[config.mk]
export PLATFORM = sky130hd
export DESIGN_NAME = sam_mapper
export DESIGN_NICKNAME = d
export VERILOG_FILES = /design/src/logic/sam_pkg.sv /design/src/logic/sam_mapper.sv
export SDC_FILE = /design/constraint.sdc
export NUM_CORES = 1
export LEC_CHECK = 0
export BUFFER_PORTS_ARGS = -buffer_cell sky130_fd_sc_hd__buf_2
export CAP_MARGIN = 20
export CORE_ASPECT_RATIO = 1.1
export CORE_MARGIN = 5
export CORE_UTILIZATION = 57
export CTS_CLUSTER_DIAMETER = 80
export DETAILED_ROUTE_END_ITERATION = 12
export PLACE_DENSITY = 0.8
export SYNTH_ARGS = -nofsm -noshare
export SYNTH_HDL_FRONTEND = slang
export SYNTH_SLANG_ARGS = --single-unit
[constraint.sdc]
create_clock -name clk_i -period 3.2 [get_ports clk_i]
set_clock_uncertainty 0.15 [all_clocks]
set_input_delay 0 -clock clk_i [delete_from_list [all_inputs] [get_ports clk_i]]
set_output_delay 0 -clock clk_i [all_outputs]
set_load 0.01 [all_outputs]
[src/logic/sam_pkg.sv]
`default_nettype none
package sam_pkg;

	// ************************************************************
	// address field positions
	// ************************************************************
	localparam int HA_W        = 27;
	localparam int LN_W        = 13;
	localparam int BA0_BIT     = 11;
	localparam int BA1_BIT     = 12;
	localparam int ROW2_LO     = 12;
	localparam int ROW4_LO     = 13;
	localparam int COL_LO      = 3;
	localparam int COL_HI      = 10;
	localparam int C16_HI      = 24;
	localparam int C16_LO      = 23;
	localparam int C64_HI      = 26;
	localparam int C64_LO      = 25;
	localparam int BK16_LO     = 24;
	localparam int BK64_BIT    = 26;
	localparam int ROW16_HI    = 22;
	localparam int ROW64_HI    = 24;

	// ************************************************************
	// capacity and density encodings
	// ************************************************************
	localparam logic [27:0] MEM_MAX_BYTES = 28'h8000000;
	localparam logic [1:0]  DENS_16M      = 2'h0;
	localparam logic [1:0]  DENS_64M      = 2'h1;
	localparam logic [1:0]  DENS_128M     = 2'h2;
	localparam logic [3:0]  BANK0_MASK    = 4'h1;
	localparam logic [3:0]  WIDE_POP_MASK = 4'h3;

	// ************************************************************
	// timing
	// ************************************************************
	localparam int CLK_PS           = 5000;
	localparam int RCD_NS           = 20;
	localparam int RCD_CYC          = (RCD_NS * 1000 + CLK_PS - 1) / CLK_PS;
	localparam int ASYNC_EXTRA_CYC  = 4;
	localparam int CNT_W            = 4;
	localparam logic [3:0] DIV_SYNC = 4'h1;

	typedef enum logic [2:0] {
		SAM_IDLE,
		SAM_ROW,
		SAM_WAIT,
		SAM_COL,
		SAM_DONE
	} sam_state_t;

endpackage
`default_nettype wire

[src/logic/sam_mapper.sv]
`timescale 1ns/10ps
`default_nettype none

// Operation
// - 16 Mbit: bank select zero from A11, row lines from A22..A12.
// - 16 Mbit column: line ten zero, A24, A23, then A10..A3.
// - 64/128 Mbit two-bank: A11 on bank select, row from A24..A12.
// - 64/128 Mbit two-bank column: lines 12..10 zero, A26, A25, A10..A3.
// - 64/128 Mbit four-bank: A11, A12 on bank selects, row A24..A13.
// - four-bank column: selects kept, lines 11..10 zero, A26, A25, A10..A3.
// - 64/128 Mbit: third chip-select pin carries address line eleven.
// - fourth chip-select pin: line twelve two-bank, bank select one four-bank.
// - 16 Mbit parts: four external banks, each with its own select.
// - total addressable memory is at most 128 megabytes.
// - graphics at bottom of bank 0, host memory placed just above.
// - synchronous mode completes every accepted access four memory cycles sooner; refused ones take the same time.
// - asynchronous mode accepts memory clock ratio changes only while the sequencer is idle, between accesses.
// - synchronous strap forces memory clock equal to host clock.
module sam_mapper
(
	input  wire logic                      clk_i,
	input  wire logic                      nrst_i,
	input  wire logic                      req_valid_i,
	output logic                           req_ready_o,
	input  wire logic [sam_pkg::HA_W-1:0]  req_addr_i,
	input  wire logic                      req_gfx_i,
	output logic                           done_o,
	output logic                           err_o,
	input  wire logic [1:0]                density_i,
	input  wire logic                      four_bank_i,
	input  wire logic [3:0]                populated_i,
	input  wire logic [sam_pkg::HA_W-1:0]  gfx_size_i,
	input  wire logic                      sync_strap_i,
	input  wire logic [3:0]                mclk_div_i,
	output logic [3:0]                     mclk_div_o,
	output logic [10:0]                    mem_addr_lines_o,
	output logic                           bank_select_zero_o,
	output logic                           first_bank_select_n_o,
	output logic                           second_bank_select_n_o,
	output logic                           third_bank_select_n_o,
	output logic                           fourth_bank_select_n_o,
	output logic                           row_strobe_n_o,
	output logic                           col_strobe_n_o
);

	// ************************************************************
	// pin synchronisers for straps and configuration
	// ************************************************************
	logic [1:0]               dens_s1_reg;
	logic [1:0]               dens_reg;
	logic                     four_s1_reg;
	logic                     four_reg;
	logic [3:0]               pop_s1_reg;
	logic [3:0]               pop_reg;
	logic [sam_pkg::HA_W-1:0] gfx_s1_reg;
	logic [sam_pkg::HA_W-1:0] gfx_reg;
	logic                     sync_s1_reg;
	logic                     sync_reg;
	logic [3:0]               div_s1_reg;
	logic [3:0]               div_reg;

	always_ff @(posedge clk_i or negedge nrst_i)
	begin
		if (!nrst_i)
		begin
			dens_s1_reg <= 2'h0;
			dens_reg    <= 2'h0;
			four_s1_reg <= 1'b0;
			four_reg    <= 1'b0;
			pop_s1_reg  <= 4'h0;
			pop_reg     <= 4'h0;
			gfx_s1_reg  <= '0;
			gfx_reg     <= '0;
			sync_s1_reg <= 1'b0;
			sync_reg    <= 1'b0;
			div_s1_reg  <= 4'h0;
			div_reg     <= 4'h0;
		end
		else
		begin
			dens_s1_reg <= density_i;
			dens_reg    <= dens_s1_reg;
			four_s1_reg <= four_bank_i;
			four_reg    <= four_s1_reg;
			pop_s1_reg  <= populated_i;
			pop_reg     <= pop_s1_reg;
			gfx_s1_reg  <= gfx_size_i;
			gfx_reg     <= gfx_s1_reg;
			sync_s1_reg <= sync_strap_i;
			sync_reg    <= sync_s1_reg;
			div_s1_reg  <= mclk_div_i;
			div_reg     <= div_s1_reg;
		end
	end

	// ************************************************************
	// request decode
	// ************************************************************
	sam_pkg::sam_state_t        state_reg;
	sam_pkg::sam_state_t        state_next;
	logic [sam_pkg::HA_W-1:0]   addr_reg;
	logic [1:0]                 bank_reg;
	logic                       big_reg;
	logic                       quad_reg;
	logic [sam_pkg::CNT_W-1:0]  cnt_reg;
	logic [sam_pkg::CNT_W-1:0]  cnt_next;
	logic                       err_reg;
	logic [3:0]                 div_out_reg;

	wire logic                  is_16m;
	wire logic                  quad;
	wire logic [27:0]           eff_wide;
	wire logic [sam_pkg::HA_W-1:0] eff;
	wire logic [1:0]            bank_idx;
	wire logic [3:0]            pop_eff;
	wire logic [3:0]            pop_legal;
	wire logic                  over_max;
	wire logic                  bank_absent;
	wire logic                  take;
	wire logic [sam_pkg::CNT_W-1:0] wait_cyc;

	assign is_16m   = (dens_reg == sam_pkg::DENS_16M);
	assign quad     = four_reg & ~is_16m;
	// host space starts right above the graphics area
	assign eff_wide = req_gfx_i ? {1'b0, req_addr_i}
	                            : {1'b0, req_addr_i} + {1'b0, gfx_reg};
	assign eff      = eff_wide[sam_pkg::HA_W-1:0];
	// bank index from the bits above one bank's capacity
	assign bank_idx = is_16m ? eff[sam_pkg::BK16_LO +: 2] :
	                  (dens_reg == sam_pkg::DENS_64M) ? {1'b0, eff[sam_pkg::BK64_BIT]} :
	                  2'h0;
	assign pop_eff   = pop_reg | sam_pkg::BANK0_MASK;
	// wide parts give two selects over to address, so banks 2 and 3 vanish
	assign pop_legal = is_16m ? pop_eff : (pop_eff & sam_pkg::WIDE_POP_MASK);
	assign over_max    = (eff_wide >= sam_pkg::MEM_MAX_BYTES);
	assign bank_absent = ~pop_legal[bank_idx];
	assign req_ready_o = (state_reg == sam_pkg::SAM_IDLE);
	assign take        = req_valid_i & req_ready_o;
	// async crossing costs four extra memory cycles on the first beat
	assign wait_cyc    = sync_reg ? sam_pkg::CNT_W'(sam_pkg::RCD_CYC - 1)
	                              : sam_pkg::CNT_W'(sam_pkg::RCD_CYC + sam_pkg::ASYNC_EXTRA_CYC - 1);

	// ************************************************************
	// access sequencer
	// ************************************************************
	always_comb
	begin
		state_next = state_reg;
		cnt_next   = cnt_reg;
		case (state_reg)
			sam_pkg::SAM_IDLE:
			begin
				if (take)
				begin
					state_next = (over_max | bank_absent) ? sam_pkg::SAM_DONE : sam_pkg::SAM_ROW;
				end
			end
			sam_pkg::SAM_ROW:
			begin
				state_next = sam_pkg::SAM_WAIT;
				cnt_next   = wait_cyc;
			end
			sam_pkg::SAM_WAIT:
			begin
				if (cnt_reg == '0)
				begin
					state_next = sam_pkg::SAM_COL;
				end
				else
				begin
					cnt_next = cnt_reg - 1'b1;
				end
			end
			sam_pkg::SAM_COL:
			begin
				state_next = sam_pkg::SAM_DONE;
			end
			sam_pkg::SAM_DONE:
			begin
				state_next = sam_pkg::SAM_IDLE;
			end
			default:
			begin
				state_next = sam_pkg::SAM_IDLE;
			end
		endcase
	end

	always_ff @(posedge clk_i or negedge nrst_i)
	begin
		if (!nrst_i)
		begin
			state_reg <= sam_pkg::SAM_IDLE;
			cnt_reg   <= '0;
		end
		else
		begin
			state_reg <= state_next;
			cnt_reg   <= cnt_next;
		end
	end

	always_ff @(posedge clk_i or negedge nrst_i)
	begin
		if (!nrst_i)
		begin
			addr_reg <= '0;
			bank_reg <= 2'h0;
			big_reg  <= 1'b0;
			quad_reg <= 1'b0;
			err_reg  <= 1'b0;
		end
		else if (take)
		begin
			addr_reg <= eff;
			bank_reg <= bank_idx;
			big_reg  <= ~is_16m;
			quad_reg <= quad;
			err_reg  <= over_max | bank_absent;
		end
	end

	// ************************************************************
	// memory clock ratio
	// ************************************************************
	always_ff @(posedge clk_i or negedge nrst_i)
	begin
		if (!nrst_i)
		begin
			div_out_reg <= sam_pkg::DIV_SYNC;
		end
		else if (sync_reg)
		begin
			div_out_reg <= sam_pkg::DIV_SYNC;
		end
		else if (state_reg == sam_pkg::SAM_IDLE)
		begin
			div_out_reg <= div_reg;
		end
	end

	assign mclk_div_o = div_out_reg;

	// ************************************************************
	// row and column fields
	// ************************************************************
	wire logic [sam_pkg::LN_W-1:0] row_v;
	wire logic [sam_pkg::LN_W-1:0] col_v;
	wire logic [sam_pkg::LN_W-1:0] lines;
	wire logic                     in_row;
	wire logic                     in_col;
	wire logic                     active;
	wire logic [3:0]               cs_n;

	assign row_v = ~big_reg ? {2'b00, addr_reg[sam_pkg::ROW16_HI:sam_pkg::ROW2_LO]} :
	               ~quad_reg ? addr_reg[sam_pkg::ROW64_HI:sam_pkg::ROW2_LO] :
	               {1'b0, addr_reg[sam_pkg::ROW64_HI:sam_pkg::ROW4_LO]};
	assign col_v = ~big_reg ? {3'b000, addr_reg[sam_pkg::C16_HI], addr_reg[sam_pkg::C16_LO],
	                           addr_reg[sam_pkg::COL_HI:sam_pkg::COL_LO]} :
	               {3'b000, addr_reg[sam_pkg::C64_HI], addr_reg[sam_pkg::C64_LO],
	                addr_reg[sam_pkg::COL_HI:sam_pkg::COL_LO]};
	assign in_row = (state_reg == sam_pkg::SAM_ROW) | (state_reg == sam_pkg::SAM_WAIT);
	assign in_col = (state_reg == sam_pkg::SAM_COL);
	assign active = in_row | in_col;
	assign lines  = in_col ? col_v : row_v;
	assign cs_n   = active ? ~(4'h1 << bank_reg) : 4'hF;

	// ************************************************************
	// pin drive
	// ************************************************************
	logic [10:0] ma_reg;
	logic        ba0_reg;
	logic [3:0]  pin_cs_n_reg;
	logic        ras_n_reg;
	logic        cas_n_reg;
	logic        done_reg;
	logic        errp_reg;

	always_ff @(posedge clk_i or negedge nrst_i)
	begin
		if (!nrst_i)
		begin
			ma_reg       <= 11'h000;
			ba0_reg      <= 1'b0;
			pin_cs_n_reg <= 4'hF;
			ras_n_reg    <= 1'b1;
			cas_n_reg    <= 1'b1;
			done_reg     <= 1'b0;
			errp_reg     <= 1'b0;
		end
		else
		begin
			ma_reg          <= lines[10:0];
			ba0_reg         <= addr_reg[sam_pkg::BA0_BIT];
			pin_cs_n_reg[0] <= cs_n[0];
			pin_cs_n_reg[1] <= cs_n[1];
			pin_cs_n_reg[2] <= big_reg ? lines[11] : cs_n[2];
			pin_cs_n_reg[3] <= ~big_reg ? cs_n[3] :
			                   quad_reg ? addr_reg[sam_pkg::BA1_BIT] : lines[12];
			ras_n_reg       <= ~(state_reg == sam_pkg::SAM_ROW);
			cas_n_reg       <= ~in_col;
			done_reg        <= (state_reg == sam_pkg::SAM_DONE);
			errp_reg        <= (state_reg == sam_pkg::SAM_DONE) & err_reg;
		end
	end

	// every bank is one 64-bit row of devices, so no lane steering here
	assign mem_addr_lines_o       = ma_reg;
	assign bank_select_zero_o     = ba0_reg;
	assign first_bank_select_n_o  = pin_cs_n_reg[0];
	assign second_bank_select_n_o = pin_cs_n_reg[1];
	assign third_bank_select_n_o  = pin_cs_n_reg[2];
	assign fourth_bank_select_n_o = pin_cs_n_reg[3];
	assign row_strobe_n_o         = ras_n_reg;
	assign col_strobe_n_o         = cas_n_reg;
	assign done_o                 = done_reg;
	assign err_o                  = errp_reg;

endmodule
`default_nettype wire

* Word level (Yosys, flattened, before mapping) *
Cells that the tools add are included.

storage, ports and cells
  bits in latches = 0
  input port bits = 70
  memories kept = 0
  word-level logic and storage cells = 81
  output and inout bits = 25
  memory bits (read-only) = 0
  RAM bits = 0
  register bits = 141

cells by class
  shift-type cells = 1
  multiplexer cells = 23
  $mul = 0
  add/subtract/negate cells = 2
  bitwise operators = 11
  equality and inequality tests = 8
  order comparisons = 2
  reductions and logical operators = 7
  divide/modulo/power cells = 0

operator list
  operator                                                                       count
  13-bit 2-to-1 mux                                                              3
  27-bit by 27-bit adder with 28-bit output                                      1
  28-bit greater-or-equal comparator (second input constant)                     1
  28-bit 2-to-1 mux                                                              1
  4-bit 2-to-1 mux                                                               5
  3-bit 2-to-1 mux                                                               4
  3-bit one-hot mux with 4 select lines                                          1
  10-bit 2-to-1 mux                                                              1
  4-bit one-hot mux with 2 select lines                                          1
  3-bit by 2-bit equality test with 1-bit output (second input constant)         2
  1-bit 2-to-1 mux                                                               5
  4-bit logical NOT                                                              1
  2-bit inequality test (second input constant)                                  2
  1-bit inverter                                                                 4
  4-bit inverter                                                                 1
  2-bit AND reduction                                                            2
  2-bit nonzero test                                                             2
  1-bit by 2-bit left shift with 4-bit output (first input constant)             1
  4-bit by 1-bit subtractor with 4-bit output (second input constant)            1
  1-bit AND                                                                      3
  3-bit by 1-bit equality test with 1-bit output (second input constant)         1
  3-bit equality test (second input constant)                                    1
  3-bit logical NOT                                                              1
  2-bit by 3-bit less-than comparator with 1-bit output (second input constant)  1
  6 further kinds                                                                8

* Longest topological paths before layout *
Gate-level depths: netlist of the first run.

  depth in word-level cells = 11
  gate-level depth with buffers = 11
  depth with buffers taken out = 11

* Least setup slack after synthesis of the first run *
OpenSTA, ideal clock, no wires.

  path type = register -> register
  from = reg gfx_reg[2] in the netlist's numbering
  to = reg state_reg[2]
  arrival time = 2.500 ns
  library setup time = 0.124 ns
  path buffers = 0
  period minus slack after synthesis = 2.774 ns
  path slack = 0.426 ns
  stages on the path, launching flop included = 11
  required time = 2.926 ns
  cell sequence = dfrtp_1 ha_1 a21o_1 nand4_1 a2111oi_0 and3b_1 o41ai_2 mux2i_1 nand3_1 nor4b_2 o31a_1

between the ends
  cells in the longest elaborated chain, start to end = 11
  elaborated cells on any way between the ends = 12
  classes of those cells = add/sub (1); order compare (1); mux (8); bitwise (2)

ends and longest elaborated chain
  what                                                                        line               RTL
  from (decl)                                                                 sam_mapper.sv:56   logic [sam_pkg::HA_W-1:0] gfx_reg;
  from (signal assigned)                                                      sam_mapper.sv:88   gfx_reg <= gfx_s1_reg;
  27-bit by 27-bit adder with 28-bit output (*)                               sam_mapper.sv:126  : {1'b0, req_addr_i} + {1'b0, gfx_reg};
  28-bit 2-to-1 mux (*)                                                       sam_mapper.sv:125  assign eff_wide = req_gfx_i ? {1'b0, req_addr_i}
  branches (longest 5 deep; another with 28-bit greater-or-equal comparator)  n/a
  1-bit bitwise OR (*)                                                        sam_mapper.sv:155  state_next = (over_max | bank_absent) ? sam_pkg::SAM_DONE : sam_pkg::SAM_ROW;
  3-bit 2-to-1 mux (*)                                                        sam_mapper.sv:155
  3-bit 2-to-1 mux (*)                                                        sam_mapper.sv:153  if (take)
  3-bit one-hot mux with 4 select lines (*)                                   sam_mapper.sv:150  case (state_reg)
  to (signal assigned)                                                        sam_mapper.sv:193  state_reg <= sam_pkg::SAM_IDLE;
  to (signal assigned)                                                        sam_mapper.sv:198  state_reg <= state_next;
  to (decl)                                                                   sam_mapper.sv:99   sam_pkg::sam_state_t state_reg;

Mark *: on every way between the ends. The select of a mux whose other input is x is not followed.
A chain may end at the register's enable or synchronous reset.

* Worst setup path after layout of the first run *
Ends and elaborated chain as after synthesis.

==> results of run 1 <==
[placed cells by master (no fill, tap or decap), types with 3 or more instances in the layout]
cell / n
dfstp_2: 7
o21ai_0: 36
clkbuf_16: 17
inv_1: 17
nand2_1: 61
nand4_1: 10
nand3_1: 13
a21o_1: 7
o21bai_1: 6
nor3_1: 13
buf_4: 18
a211oi_1: 4
xnor2_1: 9
ha_2: 6
nor2_1: 44
nor2b_1: 5
dfrtp_1: 129
xor2_1: 11
o21a_1: 4
mux2_2: 3
a21oi_1: 71
bufinv_16: 3
clkinvlp_4: 3
inv_6: 4
and3_1: 3
ha_1: 20
mux2i_1: 21
clkinv_2: 3
nor3b_1: 3
dlygate4sd3_1: 62
buf_2: 92
o21ai_1: 5
[timing repair]
| action | CTS | global route |
|---|---|---|
| hold endpoints to repair | 159 | 0 |
| hold buffers | 62 | 0 |
| endpoints found under the setup margin | 0 | 3 |
| resized for setup | 0 | 17 |
| buffers inserted | 0 | 4 |
[routing by layer]
| layer | global-route usage | routed length [um] | vias up |
|---|---|---|---|
| li1 | - | - | 2394 |
| met1 | 0.307 | 6250 | 2375 |
| met2 | 0.408 | 7750 | 175 |
| met3 | 0.0624 | 806 | 27 |
| met4 | 0.0912 | 369 | 0 |
| met5 | 0 | 0 | - |
[through the flow]
step / total power, mW / cell area (um^2) / TNS [ns] / setup WS (ns)
2_1_floorplan: 3.41 / 6270 / 0 / 0.426
3_3_place_gp: 3.80 / 6840 / 0 / 0.153
3_5_place_dp: 3.87 / 6840 / 0 / 0.153
4_1_cts: 5.93 / 8070 / 0 / 0.0918
5_1_grt: 6.28 / 8190 / -0.000535 / -0.000535
6_report: 5.93 / 8190 / 0 / 0.126
[worst max-delay path, delay by kind of cell, from the launching register on]
kind / cells / cell delay, ns
simple gates: 4 / 0.76
flops: 1 / 0.36
compound gates: 4 / 1.10
fa+ha+maj: 1 / 0.31
mux: 1 / 0.27
[logic make-up (layout without fill, tap and decap cells)]
family,Yosys count,after routing,share of synthesized area
simple gates,176,176,0.139
mux,25,25,0.0405
xor+xnor,20,20,0.0280
other cells,0,1,0
fa+ha+maj,29,29,0.0591
flops,136,136,0.545
buf+inv,44,222,0.0403
compound gates,157,157,0.148
[power groups by stage]
stage / Sequential, mW / Combinational [mW] / Clock, mW
global route: 2.45 / 1.74 / 2.09
finish: 2.40 / 1.56 / 1.97
global placement: 2.39 / 1.41 / 0
CTS: 2.40 / 1.54 / 2.00
detailed placement: 2.42 / 1.45 / 0
floorplan: 2.39 / 1.02 / 0
[cell type report]
type | instances | area, um^2 | area share
inverters | 17 | 63.8 | 0.00780
clock inverters | 14 | 171 | 0.0209
repair buffers | 173 | 1230 | 0.150
multi-input cells | 407 | 2690 | 0.328
flip-flops and latches | 136 | 3410 | 0.417
clock buffers | 18 | 439 | 0.0537
well taps | 147 | 184 | 0.0225
diodes | 1 | 2.50 | 0.000306
[path summary, 6_finish.rpt]
kind / end / slack [ns] / cells past startpoint
worst max-delay path: state_reg[2] / 0.13 / 10
worst min-delay path: addr_reg[20] / 0.03 / 4
worst max register to register: state_reg[2] / 0.13 / 10
worst min register to register: gfx_reg[17] / 0.19 / 0
max in group asynchronous: big_reg / 2.00 / 3
min in group asynchronous: mem_addr_lines_o[0] / 0.10 / 2
==> flow_summary_export.csv, run 1 <==
group,metric,value,unit
power,power_leakage,3.84,nW
synthesis,yosysTopAreaCell,"dfrtp_1",
synthesis,ys_seq_elements,136,
layout,fill_cells,725,
timing,fin_hold_ws,0.0302,ns
layout,fin_nets,851,
setup_path,crit_type,"register to register",
setup_path,max_stage_delay,0.36,ns
setup_path,critPathMaxFanout,3,
placement,place.gp.congestion,0.893,
layout,synthToLayoutAreaGrowth,30.6,%
layout,final_util,0.754,
power,internal-power,4.07,mW
timing,worstMarginPinSlew,0.857,ns
synthesis,ys_types,68,
grt,grt_util_all_layers,0.246,
power,p_per_area,725,nW/um^2
route,dr.pass1.iters,5,
power,clockPowerShare,0.333,
route,drc,0,
setup_path,startpoint,"gfx_reg[2]",
cts,htree_levels,4,
timing,setup_viol,0,
synthesis,async_flop_share,1.00,
outcome,status,"finished clean",
worst_hold_path,min_from,"req_gfx_i",
timing,fmax,325,MHz
floorplan,num_io_pins,95,
run,maxCapViolCount,0,
synthesis,syn-instance-count,587,
layout,final_cell_count_no_fill,913,
power,power_frac_seq,0.404,
power,peakVddDrop,0.603,mV
route,postRouteAntennaNets,0,
timing,fin_crit,3.07,ns
setup_path,worstSetupEndpointType,"register",
setup_path,reg2reg_from,"gfx_reg[2]",
route,vias,4971,
setup_path,cp_cell_sequence,"ha_1, a21o_1, nand4_1, a2111oi_2, and3b_2, o41ai_4, mux2i_1, nand3_1, nor4b_2, o31a_1",
synthesis,yosysMostFrequentCell,"dfrtp_1",
timing,hold_viol_final,0,
floorplan,die_w,110,um
synthesis,synth_area,6270,um^2
route,wl_per_cell,16.6,um
timing,timing.final.crit_share,0.961,
floorplan,start_util,0.577,
grt,grt_max_degree,100,
setup_path,crit_path_start_kind,"register",
grt,overflow,0,
setup_path,arrival,3.23,ns
synthesis,synth_top_cells_by_area,"dfrtp_1 (52%), a21oi_1 (5.7%), ha_1 (5.6%)",
setup_path,worstPathRequired,3.35,ns
power,sw_frac_of_total,0.314,
grt,grt_pass1_wl,24700,um
cts,cts_buffers,17,
placement,dp_hpwl,10100,um
floorplan,row_count,40,
cts,cts-root-buf,"clkbuf_16",
placement,port_buffers,93,
synthesis,syn-num-nets,686,
worst_hold_path,min_path_type,"primary input to register",
cts,clock_latency,0.42,ns
timing,maxSlewHeadroom,0.429,
synthesis,yosysSeqAreaShare,0.545,
cts,cts.clk_slew.worst_paths,0.06,ns
setup_path,slowest_stage,"dfrtp_1",
synthesis,synth_edf_count,0,
cts,clockBufferDepth,2,
synthesis,synthFlopType,"dfrtp_1",
synthesis,yosys_warnings,0,
cts,clkSinkCount,136,
placement,dp_cells,814,
cts,cts_tree,"yes",
timing,slew_viol_final,0,
layout,drive_above_1_share,0.239,
power,net-switching-power,1.86,mW
grt,antenna_found_initial,1,
floorplan,core,10900,um^2
route,drtIter0Drc,333,
grt,grt_pass1_vias,5045,
power,p_comb_frac,0.263,
synthesis,avgSynthCellArea,10.7,um^2
floorplan,dieArea,13200,um^2
floorplan,die_h,120,um
route,finalWirelength,15200,um
route,viasPerCell,5.44,
synthesis,synth_top_area_share,0.515,
synthesis,synthTopCellsByCount,"dfrtp_1 (129), a21oi_1 (71), nand2_1 (61), nor2_1 (44), o21ai_0 (36)",
(Power assumes the default switching activity.)
==> inputs of run 2 (changes only) <==
--- a/config.mk
+++ b/config.mk
@@ -13,6 +13,7 @@
 export CTS_CLUSTER_DIAMETER = 80
 export DETAILED_ROUTE_END_ITERATION = 12
 export PLACE_DENSITY = 0.8
+export REMOVE_ABC_BUFFERS = 1
 export SYNTH_ARGS = -nofsm -noshare
 export SYNTH_HDL_FRONTEND = slang
 export SYNTH_SLANG_ARGS = --single-unit
==> run 2 against run 1 <==
Cell count increased by 0.44%. Core utilization is essentially flat. Die area unchanged. Critical path type unchanged. Register-to-register slack worse by 0.04 ns.
==> flow_summary_export.csv, run 2 (synthesis gave the netlist of run 1 again) <==
group,metric,value,unit
outcome,status,"finished clean",
floorplan,row_count,40,
timing,rsz0062_at_grt,"yes",
route,wl_per_cell,16.5,um
setup_path,startpoint,"gfx_reg[0]",
placement,dpl-instance-area,6890,um^2
layout,num_antenna_cells,0,
worst_hold_path,min_path_type,"primary input to register",
layout,multi_input_area,2650,um^2
floorplan,die_h,120,um
power,power.total,5.89,mW
route,drc,0,
route,postRouteAntennaNets,0,
grt,grt_max_degree,76,
grt,overflow,0,
power,p_per_area,719,nW/um^2
cts,clkSinkCount,136,
floorplan,core,10900,um^2
worst_hold_path,min_from,"four_bank_i",
timing,timing.final.crit_share,0.975,
route,viasPerCell,5.47,
setup_path,critPathMaxFanout,3,
run,maxCapViolCount,0,
placement,dp_hpwl,10400,um
layout,drive_above_1_share,0.230,
route,vias,5020,
layout,final_cell_count_no_fill,917,
grt,grt_util_all_layers,0.250,
cts,clock_latency,0.42,ns
cts,cts_tree,"yes",
floorplan,num_io_pins,95,
timing,worstMarginPinSlew,0.911,ns
grt,grt_pass1_wl,25000,um
setup_path,reg2reg_from,"gfx_reg[0]",
cts,htree_levels,4,
cts,cts_buffers,17,
placement,post-place-ws,0.132,ns
setup_path,rr_worst_depth,11,
setup_path,worstSetupEndpointType,"register",
grt,grt_pass1_vias,5128,
layout,synthToLayoutAreaGrowth,30.7,%
setup_path,path_delay_family,"compound AO/OA/AOI/OAI gates",
setup_path,cp_cell_sequence,"ha_2, fa_2, a21o_1, nand4_1, a2111oi_2, and3b_2, o41ai_4, mux2i_1, nand3_1, nor4b_4, o31a_1",
power,power_leakage,3.87,nW
layout,fin_area,8190,um^2
timing,fin_crit,3.12,ns
timing,setup_viol,0,
cts,cts-root-buf,"clkbuf_16",
timing,hold_viol_final,0,
route,drtIter0Drc,382,
timing,setup_ws,0.0810,ns
layout,final_common_cell,"dfrtp_1",
worst_hold_path,worstHoldEndpoint,"four_s1_reg",
setup_path,rrSetupSlack,0.08,ns
timing,maxSlewHeadroom,0.391,
layout,fill_cells,752,
timing,fmax,321,MHz
route,dr.pass1.iters,5,
placement,place.gp.congestion,0.894,
timing,slew_viol_final,0,
layout,final_util,0.754,
power,peakVddDrop,0.376,mV
setup_path,r2r_end,"err_reg",
setup_path,worstPathRequired,3.35,ns
cts,clockBufferDepth,2,
layout,seq_area,3410,um^2
setup_path,cp.buffers_inverters,0,
placement,port_buffers,93,
grt,antenna_found_initial,2,
worst_hold_path,whs_path_depth,2,
cts,cts.clk_slew.worst_paths,0.06,ns
setup_path,slowest_stage,"dfrtp_1",
layout,mostFrequentLayoutCells,"dfrtp_1 (129), buf_2 (92), a21oi_1 (71), dlygate4sd3_1 (64), nand2_1 (61)",
setup_path,crit_path_start_kind,"register",
floorplan,dieArea,13200,um^2
floorplan,start_util,0.577,
setup_path,arrival,3.27,ns
route,finalWirelength,15200,um
layout,fin_nets,856,
setup_path,crit_type,"register to register",
floorplan,die_w,110,um
placement,dp_cells,819,
setup_path,max_stage_delay,0.33,ns
[run 2: changes by cell type in the layout (fill, tap and decap cells not counted), sizes merged, moves of 2 or more]
cell,previous run,this run
clkbuf,18,22
dlygate4sd3,62,64
buf,111,114
inv,21,19
[run 2: per-layer routing]
layer  track usage  vias to the layer above  wire (um)
met4         0.110                        4        494
met1         0.330                     2402       6490
met3        0.0592                       47        819
li1              -                     2407          -
met5             0                        -         20
met2         0.391                      160       7340
[run 2: final cells by class]
cell class | count | share of cell area
clock buffer | 22 | 0.0579
tap | 147 | 0.0225
timing repair buffer | 178 | 0.157
sequential | 136 | 0.417
clock inverter | 10 | 0.0145
inverter | 17 | 0.00779
multi-input combinational | 407 | 0.324
[run 2: through the flow]
step                hold slack (ns)  setup TNS (ns)
floorplan                    -0.446               0
global placement             -0.158               0
detailed placement           -0.146               0
CTS                          0.0342               0
global route                 0.0557         -0.0423
finish                       0.0636               0
[run 2: worst max-delay path by stage]
stage,cells after the start,slack [ns],to
4_1_cts,11,0.02,err_reg
2_1_floorplan,10,0.43,err_reg
3_3_place_gp,11,0.16,state_reg[2]
6_report,11,0.08,err_reg
5_1_grt,11,-0.04,err_reg
3_5_place_dp,11,0.13,state_reg[2]
[run 2: power by group]
group | internal, mW | switching, mW | total, mW
Sequential | 2.14 | 0.260 | 2.40
Clock | 1.21 | 0.711 | 1.92
Combinational | 0.692 | 0.877 | 1.57
Total | 4.04 | 1.85 | 5.89
[run 2: repair_timing]
item / in CTS / in global routing
setup endpoints to repair: 0 / 4
endpoints found under the hold margin: 191 / 0
hold buffers: 64 / 0
resized for setup: 0 / 9
buffers inserted: 0 / 2
